[config.mk]
export PLATFORM = sky130hd
export DESIGN_NAME = tpadc_top
export DESIGN_NICKNAME = d
export VERILOG_FILES = /design/src/inc/tpadc_pkg.sv /design/src/hw/tpadc_stage.sv /design/src/hw/tpadc_out.sv /design/src/hw/tpadc_top.sv
export VERILOG_INCLUDE_DIRS = /design/src /design/src/inc
export SDC_FILE = /design/constraint.sdc
export NUM_CORES = 1
export LEC_CHECK = 0
export ABC_CLOCK_PERIOD_IN_PS = 1920
export BUFFER_PORTS_ARGS = -buffer_cell sky130_fd_sc_hd__buf_4
export CAP_MARGIN = 10
export CORE_UTILIZATION = 40
export DETAILED_ROUTE_END_ITERATION = 12
export GPL_TIMING_DRIVEN = 0
export SYNTH_ARGS = -nofsm -noshare
export SYNTH_HDL_FRONTEND = slang
export SYNTH_SLANG_ARGS = --single-unit
[constraint.sdc]
create_clock -name clk -period 1.92 [get_ports clk]
set_input_delay 0.096 -clock clk [delete_from_list [all_inputs] [get_ports clk]]
set_output_delay 0.096 -clock clk [all_outputs]
set_load 0.01 [all_outputs]
[src/inc/tpadc_consts.svh]
// Constants for the triple pipelined converter digital path.
`ifndef TPADC_CONSTS_SVH
`define TPADC_CONSTS_SVH
`define TPADC_NCH        3
`define TPADC_NSTAGE     6
`define TPADC_RES_W      10
`define TPADC_DIG_W      12
`define TPADC_DW         8
`define TPADC_SUM_W      9
`define TPADC_LO_TH      10'h0180
`define TPADC_HI_TH      10'h0280
`define TPADC_HALF       11'h0200
`define TPADC_FULL       11'h0400
`define TPADC_SAT_MAX    9'h00FF
`define TPADC_PH_SAMPLE  1'b0
`define TPADC_PH_HOLD    1'b1
`define TPADC_LAT_CYC    5
`define TPADC_PU_CYC     5'h0014
`define TPADC_PU_W       5
`define TPADC_CLK_NS     50
`endif

[src/inc/tpadc_pkg.sv]
// Types shared by the converter digital path.
`include "tpadc_consts.svh"
package tpadc_pkg;
    typedef struct packed {
        logic [`TPADC_RES_W-1:0] residue;
        logic [`TPADC_DIG_W-1:0] digits;
    } tpadc_stage_type;

    typedef enum logic {
        PU_WAIT,
        PU_RUN
    } tpadc_pu_type;
endpackage : tpadc_pkg

[src/hw/tpadc_stage.sv]
// One two-bit pipeline subconverter stage with its slice of the delay line.
`timescale 1ns/1ps
`include "tpadc_consts.svh"
module tpadc_stage
    import tpadc_pkg::*;
#(
    parameter int IDX = 0
) (
    // Clock and reset
    input  wire logic            clk,
    input  wire logic            arst_n,
    // Internal phase
    input  wire logic            phase_r,
    // Pipeline data
    input  wire tpadc_stage_type stg_in,
    output tpadc_stage_type      stg_r
);
    localparam logic PAR = ((IDX + 1) % 2) == 1;

    logic [1:0]              dig;
    logic [`TPADC_RES_W:0]   twice;
    logic [`TPADC_RES_W:0]   res_nxt;

    always_comb begin
        twice = {stg_in.residue, 1'b0};
        if (stg_in.residue < `TPADC_LO_TH) begin
            dig     = 2'h0;
            res_nxt = twice;
        end else if (stg_in.residue < `TPADC_HI_TH) begin
            dig     = 2'h1;
            res_nxt = twice - `TPADC_HALF;
        end else begin
            dig     = 2'h2;
            res_nxt = twice - `TPADC_FULL;
        end
    end

    // Adjacent stages see opposite phases, so one samples while the other amplifies.
    always_ff @(posedge clk or negedge arst_n) begin
        if (!arst_n) begin
            stg_r <= '0;
        end else if (phase_r == PAR) begin
            stg_r.residue <= res_nxt[`TPADC_RES_W-1:0];
            stg_r.digits  <= stg_in.digits;
            stg_r.digits[`TPADC_DIG_W-1-2*IDX -: 2] <= dig;
        end
    end
endmodule : tpadc_stage

[src/hw/tpadc_out.sv]
// Error correction, output coding and double output register for one channel.
`timescale 1ns/1ps
`include "tpadc_consts.svh"
module tpadc_out
    import tpadc_pkg::*;
(
    // Clock and reset
    input  wire logic                   clk,
    input  wire logic                   arst_n,
    // Internal phase and format
    input  wire logic                   phase_r,
    input  wire logic                   fmt_twos,
    // Aligned stage results
    input  wire logic [`TPADC_DIG_W-1:0] digits,
    input  wire logic [1:0]             flash,
    // Output word
    output logic [`TPADC_DW-1:0]        data_r
);
    logic [`TPADC_SUM_W-1:0] sum;
    logic [`TPADC_DW-1:0]    code;
    logic [`TPADC_DW-1:0]    corr_r;
    logic [`TPADC_DW-1:0]    ret_r;

    // Overlapping digit weights absorb comparator errors of each stage.
    always_comb begin
        sum = {{(`TPADC_SUM_W-2){1'b0}}, flash};
        for (int i = 0; i < `TPADC_NSTAGE; i++) begin
            sum = sum + (`TPADC_SUM_W'(digits[`TPADC_DIG_W-1-2*i -: 2]) << (6 - i));
        end
        code = (sum > `TPADC_SAT_MAX) ? `TPADC_DW'(`TPADC_SAT_MAX) : sum[`TPADC_DW-1:0];
        code[`TPADC_DW-1] = code[`TPADC_DW-1] ^ fmt_twos;
    end

    always_ff @(posedge clk or negedge arst_n) begin
        if (!arst_n) begin
            corr_r <= '0;
        end else if (phase_r == `TPADC_PH_SAMPLE) begin
            corr_r <= code;
        end
    end

    // Two retiming stages keep the pins clean of correction-logic glitches.
    always_ff @(posedge clk or negedge arst_n) begin
        if (!arst_n) begin
            ret_r  <= '0;
            data_r <= '0;
        end else if (phase_r == `TPADC_PH_HOLD) begin
            ret_r <= corr_r;
        end else begin
            data_r <= ret_r;
        end
    end
endmodule : tpadc_out

[src/hw/tpadc_top.sv]
// Digital timing and output path of the three-channel pipelined converter.
`timescale 1ns/1ps
`include "tpadc_consts.svh"

module tpadc_top
    import tpadc_pkg::*;
(
    // Clock and reset
    input  wire logic                                  clk,
    input  wire logic                                  arst_n,
    // Held analog value per channel from the front end, same clock
    input  wire logic [`TPADC_NCH-1:0][`TPADC_RES_W-1:0] ana_hold,
    // Format select pin
    input  wire logic                                  output_format_select,
    // Output buses
    output logic [`TPADC_NCH-1:0][`TPADC_DW-1:0]       data_out,
    output logic                                       data_valid_r,
    output logic                                       smp_clk_out_r
);
    logic                                    phase_r;
    logic                                    fmt_s1_r;
    logic                                    fmt_s2_r;
    logic [`TPADC_PU_W-1:0]                  pu_cnt_r;
    tpadc_pu_type                            pu_state_r;
    tpadc_stage_type [`TPADC_NCH-1:0]        sh_r;
    tpadc_stage_type [`TPADC_NCH-1:0][`TPADC_NSTAGE-1:0] stg;
    logic [`TPADC_NCH-1:0][`TPADC_DIG_W-1:0] fl_dig_r;
    logic [`TPADC_NCH-1:0][1:0]              fl_val_r;

    // The master clock is divided into two phases; each sample clock spans two edges.
    always_ff @(posedge clk or negedge arst_n) begin
        if (!arst_n) begin
            phase_r <= `TPADC_PH_SAMPLE;
        end else begin
            phase_r <= ~phase_r;
        end
    end

    always_ff @(posedge clk or negedge arst_n) begin
        if (!arst_n) begin
            smp_clk_out_r <= 1'b0;
        end else begin
            smp_clk_out_r <= phase_r;
        end
    end

    // The pin is asynchronous to the converter, so it is synchronised first.
    always_ff @(posedge clk or negedge arst_n) begin
        if (!arst_n) begin
            fmt_s1_r <= 1'b0;
            fmt_s2_r <= 1'b0;
        end else begin
            fmt_s1_r <= output_format_select;
            fmt_s2_r <= fmt_s1_r;
        end
    end

    // Power-up settling: words are flagged invalid until enough samples have passed.
    always_ff @(posedge clk or negedge arst_n) begin
        if (!arst_n) begin
            pu_cnt_r   <= '0;
            pu_state_r <= PU_WAIT;
        end else begin
            case (pu_state_r)
                PU_WAIT: begin
                    if (phase_r == `TPADC_PH_SAMPLE) begin
                        pu_cnt_r <= pu_cnt_r + `TPADC_PU_W'(1);
                        if (pu_cnt_r == `TPADC_PU_CYC - `TPADC_PU_W'(1)) begin
                            pu_state_r <= PU_RUN;
                        end
                    end
                end
                PU_RUN: begin
                    pu_state_r <= PU_RUN;
                end
                default: begin
                    pu_state_r <= PU_WAIT;
                end
            endcase
        end
    end

    always_ff @(posedge clk or negedge arst_n) begin
        if (!arst_n) begin
            data_valid_r <= 1'b0;
        end else begin
            data_valid_r <= (pu_state_r == PU_RUN);
        end
    end

    genvar c;
    genvar s;
    generate
        for (c = 0; c < `TPADC_NCH; c++) begin : g_ch
            // Sample at the close of the sampling phase; held through the next.
            always_ff @(posedge clk or negedge arst_n) begin
                if (!arst_n) begin
                    sh_r[c] <= '0;
                end else if (phase_r == `TPADC_PH_SAMPLE) begin
                    sh_r[c].residue <= ana_hold[c];
                    sh_r[c].digits  <= '0;
                end
            end

            for (s = 0; s < `TPADC_NSTAGE; s++) begin : g_stg
                tpadc_stage #(
                    .IDX (s)
                ) u_stage (
                    .clk     (clk),
                    .arst_n  (arst_n),
                    .phase_r (phase_r),
                    .stg_in  ((s == 0) ? sh_r[c] : stg[c][(s == 0) ? 0 : s-1]),
                    .stg_r   (stg[c][s])
                );
            end

            // Final flash resolves the last residue; the delay line arrives alongside it.
            always_ff @(posedge clk or negedge arst_n) begin
                if (!arst_n) begin
                    fl_dig_r[c] <= '0;
                    fl_val_r[c] <= '0;
                end else if (phase_r == `TPADC_PH_HOLD) begin
                    fl_val_r[c] <= stg[c][`TPADC_NSTAGE-1].residue[`TPADC_RES_W-1 -: 2];
                    fl_dig_r[c] <= stg[c][`TPADC_NSTAGE-1].digits;
                end
            end

            tpadc_out u_out (
                .clk      (clk),
                .arst_n   (arst_n),
                .phase_r  (phase_r),
                .fmt_twos (fmt_s2_r),
                .digits   (fl_dig_r[c]),
                .flash    (fl_val_r[c]),
                .data_r   (data_out[c])
            );
        end
    endgenerate

    // Checks of the timing and coding of the path.
    // The first edge after reset has no earlier running phase to compare with.
    chk_phase_alt: assert property (@(posedge clk) disable iff (!arst_n)
        $past(arst_n) |-> (phase_r != $past(phase_r)))
        else $error("Internal phase failed to alternate.");

    chk_sample_edge: assert property (@(posedge clk) disable iff (!arst_n)
        (phase_r == `TPADC_PH_SAMPLE) |=> (sh_r[0].residue == $past(ana_hold[0])))
        else $error("Sample not taken at end of sampling phase.");

    chk_hold_stable: assert property (@(posedge clk) disable iff (!arst_n)
        (phase_r == `TPADC_PH_HOLD) |=> $stable(sh_r[1]))
        else $error("Held value changed during hold phase.");

    chk_stage_alt: assert property (@(posedge clk) disable iff (!arst_n)
        (phase_r == `TPADC_PH_SAMPLE) |=> ($stable(stg[2][0]) && $stable(stg[2][2])))
        else $error("Even stage changed in the wrong phase.");

    chk_stage_odd: assert property (@(posedge clk) disable iff (!arst_n)
        (phase_r == `TPADC_PH_HOLD) |=> ($stable(stg[2][1]) && $stable(stg[2][5])))
        else $error("Odd stage changed in the wrong phase.");

    chk_delay_line: assert property (@(posedge clk) disable iff (!arst_n)
        (phase_r == `TPADC_PH_HOLD) |=> (fl_dig_r[1] == $past(stg[1][5].digits)))
        else $error("Delay line lost alignment with the flash stage.");

    chk_zero_lat: assert property (@(posedge clk) disable iff (!arst_n)
        (phase_r == `TPADC_PH_SAMPLE && ana_hold[0] == '0 && !fmt_s2_r)
        ##1 (!fmt_s2_r) [*8] |-> ##3 (data_out[0] == 8'h00))
        else $error("Zero input not coded as offset zero after five samples.");

    chk_full_lat: assert property (@(posedge clk) disable iff (!arst_n)
        (phase_r == `TPADC_PH_SAMPLE && ana_hold[2] == 10'h03FF)
        |-> ##11 (data_out[2][6:0] == 7'h7F))
        else $error("Full scale input not saturated after five samples.");

    chk_twos_code: assert property (@(posedge clk) disable iff (!arst_n)
        (phase_r == `TPADC_PH_SAMPLE && ana_hold[1] == '0 && fmt_s2_r)
        ##1 (fmt_s2_r) [*8] |-> ##3 (data_out[1] == 8'h80))
        else $error("Two's complement coding of zero input is wrong.");

    chk_chan_same: assert property (@(posedge clk) disable iff (!arst_n)
        (phase_r == `TPADC_PH_SAMPLE && ana_hold[0] == ana_hold[1])
        |-> ##11 (data_out[0] == data_out[1]))
        else $error("Identical channels produced different words.");

    chk_out_cadence: assert property (@(posedge clk) disable iff (!arst_n)
        (phase_r == `TPADC_PH_HOLD) |=> $stable(data_out))
        else $error("Output word changed between sample clocks.");

    chk_valid_wait: assert property (@(posedge clk) disable iff (!arst_n)
        (pu_cnt_r < `TPADC_PU_CYC) |-> !data_valid_r)
        else $error("Data flagged valid before power-up settling.");

    chk_valid_stay: assert property (@(posedge clk) disable iff (!arst_n)
        data_valid_r |=> data_valid_r)
        else $error("Valid flag dropped after settling.");

    cov_valid: cover property (@(posedge clk) disable iff (!arst_n) $rose(data_valid_r));
    cov_twos: cover property (@(posedge clk) disable iff (!arst_n)
        fmt_s2_r && data_valid_r && data_out[0] == 8'h80);
    cov_full: cover property (@(posedge clk) disable iff (!arst_n)
        data_valid_r && data_out[2] == 8'hFF);
    cov_mid: cover property (@(posedge clk) disable iff (!arst_n)
        data_valid_r && stg[0][0].digits[`TPADC_DIG_W-1 -: 2] == 2'h1);
endmodule : tpadc_top

After elaboration in Yosys (flattened, before gate mapping)

Cells that the tools add are included.

Register bits after elaboration: 461
Bits of input ports: 33
Output and inout bits: 26

Bitwise operators: 5
Add/sub/neg operators: 55
Equality and inequality tests: 1
Order comparisons: 39
Reduce and logical (&&, ||, !) cells: 1
Multiplexer cells: 78

Operators with widths:

| cell                   | count |
|---|---|
| $mux 10                | 36 |
| $lt 10x10->1 const B   | 18 |
| $lt 10x9->1 const B    | 18 |
| $sub 10x1->10 const B  | 18 |
| $sub 10x10->10 const B | 18 |
| $mux 2                 | 36 |
| $add 2x8->9            | 3 |
| $add 9x3->9            | 3 |
| $add 9x4->9            | 3 |
| $add 9x5->9            | 3 |
| $add 9x6->9            | 3 |
| $add 9x7->9            | 3 |
| $gt 9x8->1 const B     | 3 |
| $mux 8                 | 3 |
| $add 5x1->5 const B    | 1 |
| $eq 5x5->1 const B     | 1 |
| $xor 1x1->1            | 3 |
| $mux 1                 | 2 |
| $not 1->1              | 2 |
| $pmux 1 s2             | 1 |
| $reduce_and 2->1       | 1 |

Longest topological paths before layout

Word-level depth: 9
Mapped depth: 8
Mapped depth without buffers: 7

By module

Synthesis repeated with hierarchy kept, for this count alone.

Cell total of the unflattened synthesis: 1,548
Area total of the unflattened synthesis: 22,414.0 sq um

Modules (own cells, without submodules):

| module                                      | cells each | area an instance (sq um) | instances |
|---|---|---|---|
| tpadc_stage at g_ch[0].g_stg[0].u_stage ... | 57         | 897.1                    | 9 |
| tpadc_stage at g_ch[0].g_stg[1].u_stage ... | 56         | 822.0                    | 9 |
| tpadc_out                                   | 118        | 1,179.9                  | 3 |
| tpadc_top                                   | 177        | 3,402.0                  | 1 |

Worst setup path before layout

Ideal clock, no wire load.

Kind: flip-flop to flip-flop
From: register fl_dig_r[24] in the netlist's numbering
To: register g_ch[2].u_out.corr_r[7]
Data arrival time: 1,811 ps
Cell stages (with the launch flop): 7
Slack: 14 ps
Period minus slack after synthesis: 1,906 ps
Buffers on the path: 0
Data required time: 1,824 ps
Cells stage by stage: dfrtp_1 -> ha_1 -> fa_1 -> a21o_1 -> a221o_1 -> o311a_1 -> nor4_2

Word-level cells in the longest chain between the ends: 4

RTL lines:

| element                          | line             | RTL |
|---|---|---|
| start: declaration               | tpadc_top.sv:27  | `` logic [`TPADC_NCH-1:0][`TPADC_DIG_W-1:0] fl_dig_r; `` |
| start signal: indexed assignment | tpadc_top.sv:124 | `` fl_dig_r[c] <= stg[c][`TPADC_NSTAGE-1].digits; `` |
| $add 9x3->9 *                    | tpadc_out.sv:28  | `` sum = sum + (`TPADC_SUM_W'(digits[`TPADC_DIG_W-1-2*i -: 2]) << (6 - i)); `` |
| $gt 9x8->1 (no source line)      | --               |  |
| $mux 8 *                         | tpadc_out.sv:30  | `` code = (sum > `TPADC_SAT_MAX) ? `TPADC_DW'(`TPADC_SAT_MAX) : sum[`TPADC_DW-1:0]; `` |
| $xor 1x1->1 *                    | tpadc_out.sv:31  | `` code[`TPADC_DW-1] = code[`TPADC_DW-1] ^ fmt_twos; `` |
| end signal: assignment           | tpadc_out.sv:38  | `corr_r <= code;` |
| end: declaration                 | tpadc_out.sv:21  | `` logic [`TPADC_DW-1:0] corr_r; `` |

Every way passes the cells marked *; elsewhere a longest branch is shown, timed or not.
A chain may end at the register's enable or synchronous reset.

Final worst setup path

Same ends and word-level chain as after synthesis.

==> summary.txt <==
Power and ir drop
  – Power Density: 1040 mW/mm^2
  – VDD IR max: 658 uV
  – Leak pwr: 8.34 nW

Route
  – Vias: 9,489
  – Vias per cell: 4.82
  – Starting DRC count in detailed routing: 658
  – DRC viols: 0
  – DR WL/cell: 16.1 um
  – Final WL: 31,800 um
  – Antenna viol nets, final: 0
  – Initial DRT Pass Iterations: 5

Yosys
  – Synthesized area: 0.0138 sq mm
  – Post-synth top area share: 0.646
  – Cell variety after synth: 52
  – Yosys reg bits: 356
  – Syn Inst Count: 1,367
  – Syn nets: 1,422
  – Most common cell in the synthesized netlist: nand2_1
  – Fraction of registers with async set/reset: 1.00
  – Post-synth EDFFs: 0
  – Area contributors post-synth: dfrtp_1 65%, nand2_1 14%, o21ai_0 5.1%, inv_1 2.4%, ha_1 1.7%
  – YS warnings: 0
  – Most instantiated cells after synthesis: 509 x nand2_1, 356 x dfrtp_1, 141 x o21ai_0, 87 x inv_1, 44 x nor2_1
  – Most used DFF post-synth: dfrtp_1
  – Syn Area/Cell: 10.1 sq um
  – Sequential area share after synthesis: 0.646
  – Leading area contributor after synthesis: dfrtp_1

Critical path
  – CP peak stage delay: 410 ps
  – CP Cell Sequence: ha_4 -> fa_2 -> a21o_1 -> a221o_1 -> o311a_1 -> nor4_2
  – Slowest stage cell, crit path: dfrtp_1
  – Worst Path Max Fanout: 3
  – Crit path DAT: 2320 ps
  – Data required, critical path: 2340 ps
  – CP endpoint kind: flip-flop
  – Crit Path Class: flip-flop to flip-flop
  – Delay-heaviest family, CP: compound AO/OA/AOI/OAI gates
  – Critical Path Start Type: flip-flop
  – CP bufs+invs: 0

STA
  – Crit share post-route: 0.992
  – RSZ-0062 raised after global routing: true
  – Slew Viols, Final: 0
  – Setup-failing EPs final: 0
  – Setup TNS: 0 ps
  – Hold violation total from the final report: 0
  – Rel. slew slack: 0.487
  – Hold WS: 123 ps
  – Max Clk Rate: 525 MHz
  – Worst-Margin Slew: 769 ps
  – Clk_skew: 21.0 ps
  – Final min period: 1900 ps

Clock tree
  – Root Buffer Master: clkbuf_16
  – Clk pin slew, worst setup/hold paths: 60 ps
  – Clock Tree Buf Depth: 3
  – CTS Buf Count: 37
  – Worst skew pair latency: 530 ps
  – CTS H-tree lvls: 2
  – # clock sinks: 356
  – CTS tree: built

Place
  – Placed Cells: 1,870
  – Port Buffer Count: 52
  – DPL Wire Length: 21,300 um
  – Dpl cell area: 0.0148 sq mm
  – GPL Wtd Cong: 0.817

Layout
  – Final Util: 0.487
  – Antenna cell count: 0
  – Final instance area: 0.0164 sq mm
  – Layout net count: 1,550
  – Fillers: 3,166
  – Layout cells sized above 1: 0.126
  – Fin cells: 1,969
  – Area growth from synthesis to final layout: 19.0%

Global routing
  – GRT overflow: 0
  – Number of global-route vias before repair: 9,324
  – GRT Util Overall: 0.189
  – Initial antenna violation count: 0
  – Largest net degree at the start of global routing: 99
  – First-pass GRT wire length: 51,700 um

Floorplan
  – FP Rows: 67
  – Initial core utilization: 0.409
  – Die Width: 188 um
  – Core box area: 0.0337 sq mm
  – Die area: 0.0352 sq mm
  – Chip height: 188 um
  – IO Pins: 59

Min path
  – Hold Path Class: input pin to async pin

Flow run
  – Max-cap violations: 0

Outcome
  – Status: complete, no violations
==> final cells by class <==
class	count	area [sq um]	share of cell area
Clock buffer	58	1110	0.0674
Clock inverter	7	76.3	0.00465
Buffer	49	273	0.0166
Multi-Input combinational cell	874	4360	0.266
Inverter	88	330	0.0201
Sequential cell	356	8910	0.543
Timing Repair Buffer	89	801	0.0488
Tap cell	448	561	0.0342
==> stage by stage <==
stage	setup slack, ps	power [mW]
floorplan	13.8	9.60
global placement	-2540	10.2
detailed placement	-133	10.3
CTS	-35.2	17.3
global route	-74.7	17.9
finish	15.9	17.1
==> repair_timing <==
action,CTS,global route
hold endpoints to repair,106,0
pin swaps,3,3
resized for setup,10,7
setup endpoints to repair,11,10
hold buffers,26,0
buffers inserted,3,5
==> worst register-to-register path, stage by stage (launching register included) <==
cell and delay (ps):
dfrtp_1 410, ha_4 180, fa_2 340, a21o_1 200
a221o_1 330, o311a_1 150, nor4_2 200
==> cells in the final DEF (no fill, tap or decap), drive strengths merged, types with 3 or more instances in the layout <==
master | Yosys | final
dlygate4sd3 | 0 | 26
o21a | 4 | 4
o31ai | 5 | 5
nor2b | 10 | 10
inv | 88 | 88
nor3 | 3 | 3
o21ai | 144 | 144
mux2 | 4 | 4
fa | 3 | 3
a21oi | 36 | 36
ha | 19 | 19
a21o | 4 | 4
nor3b | 7 | 7
a211oi | 5 | 5
dfrtp | 356 | 356
clkinv | 0 | 4
nand2 | 509 | 509
xnor2 | 7 | 7
and3 | 8 | 8
clkbuf | 10 | 68
o211ai | 16 | 16
and2 | 4 | 4
xor2 | 5 | 5
o311ai | 4 | 4
nand3 | 9 | 9
and3b | 3 | 3
nor2 | 44 | 44
buf | 39 | 102
==> routing by layer <==
layer  wire length (um)  vias up  GRT usage
met5                  0        -          0
met4                605        0     0.0488
met3               1340       47     0.0251
met2              14400      179      0.296
met1              15400     4532      0.278
li1                   -     4731          -
==> worst paths after layout <==
| path | start | end | slack [ps] | cells past startpoint |
|---|---|---|---|---|
| max | fl_dig_r[24]$_DFFE_PN0P_ | g_ch[2].u_out.corr_r[7]$_DFFE_PN0N_ | 20 | 6 |
| min | arst_n | sh_r[37]$_DFFE_PN0N_ | 120 | 2 |
| max reg2reg | fl_dig_r[24]$_DFFE_PN0P_ | g_ch[2].u_out.corr_r[7]$_DFFE_PN0N_ | 20 | 6 |
| min reg2reg | fmt_s1_r$_DFF_PN0_ | fmt_s2_r$_DFF_PN0_ | 360 | 0 |
| max in group asynchronous | arst_n | fl_dig_r[3]$_DFFE_PN0P_ | 490 | 4 |
| min in group clk | output_format_select | fmt_s1_r$_DFF_PN0_ | 230 | 2 |
==> kinds of logic (layout without fill, tap and decap cells) <==
kind of cell               Yosys count  in the layout  synth area share
AOI/OAI and AO/OA                  230            230             0.100
xor gates and xnor gates            12             12           0.00762
adders and majority gates           22             22            0.0216
buffers and inverters              137            291            0.0435
DFF                                356            356             0.646
muxes                                4              4           0.00327
and+or+nand+nor                    606            606             0.178
==> registers in the layout, indices dropped and copies added, names as in the netlist <==
signal                    cells
g_ch.g_stg.u_stage.stg_r    207
g_ch.u_out.corr_r            24
pu_state_r                    1
fl_val_r                      6
data_valid_r                  1
smp_clk_out_r                 1
fl_dig_r                     36
fmt_s2_r                      1
phase_r                       1
g_ch.u_out.data_r            24
pu_cnt_r                      5
sh_r                         24
fmt_s1_r                      1
g_ch.u_out.ret_r             24
==> power by group <==
part           leakage (nW)  total, mW  internal (mW)  switching (mW)
Combinational          3.45       1.60          0.705           0.890
Clock                 0.573       6.96           4.10            2.86
Sequential             4.32       8.59           8.27           0.323
Note: power is estimated with default switching activity, not from simulation.
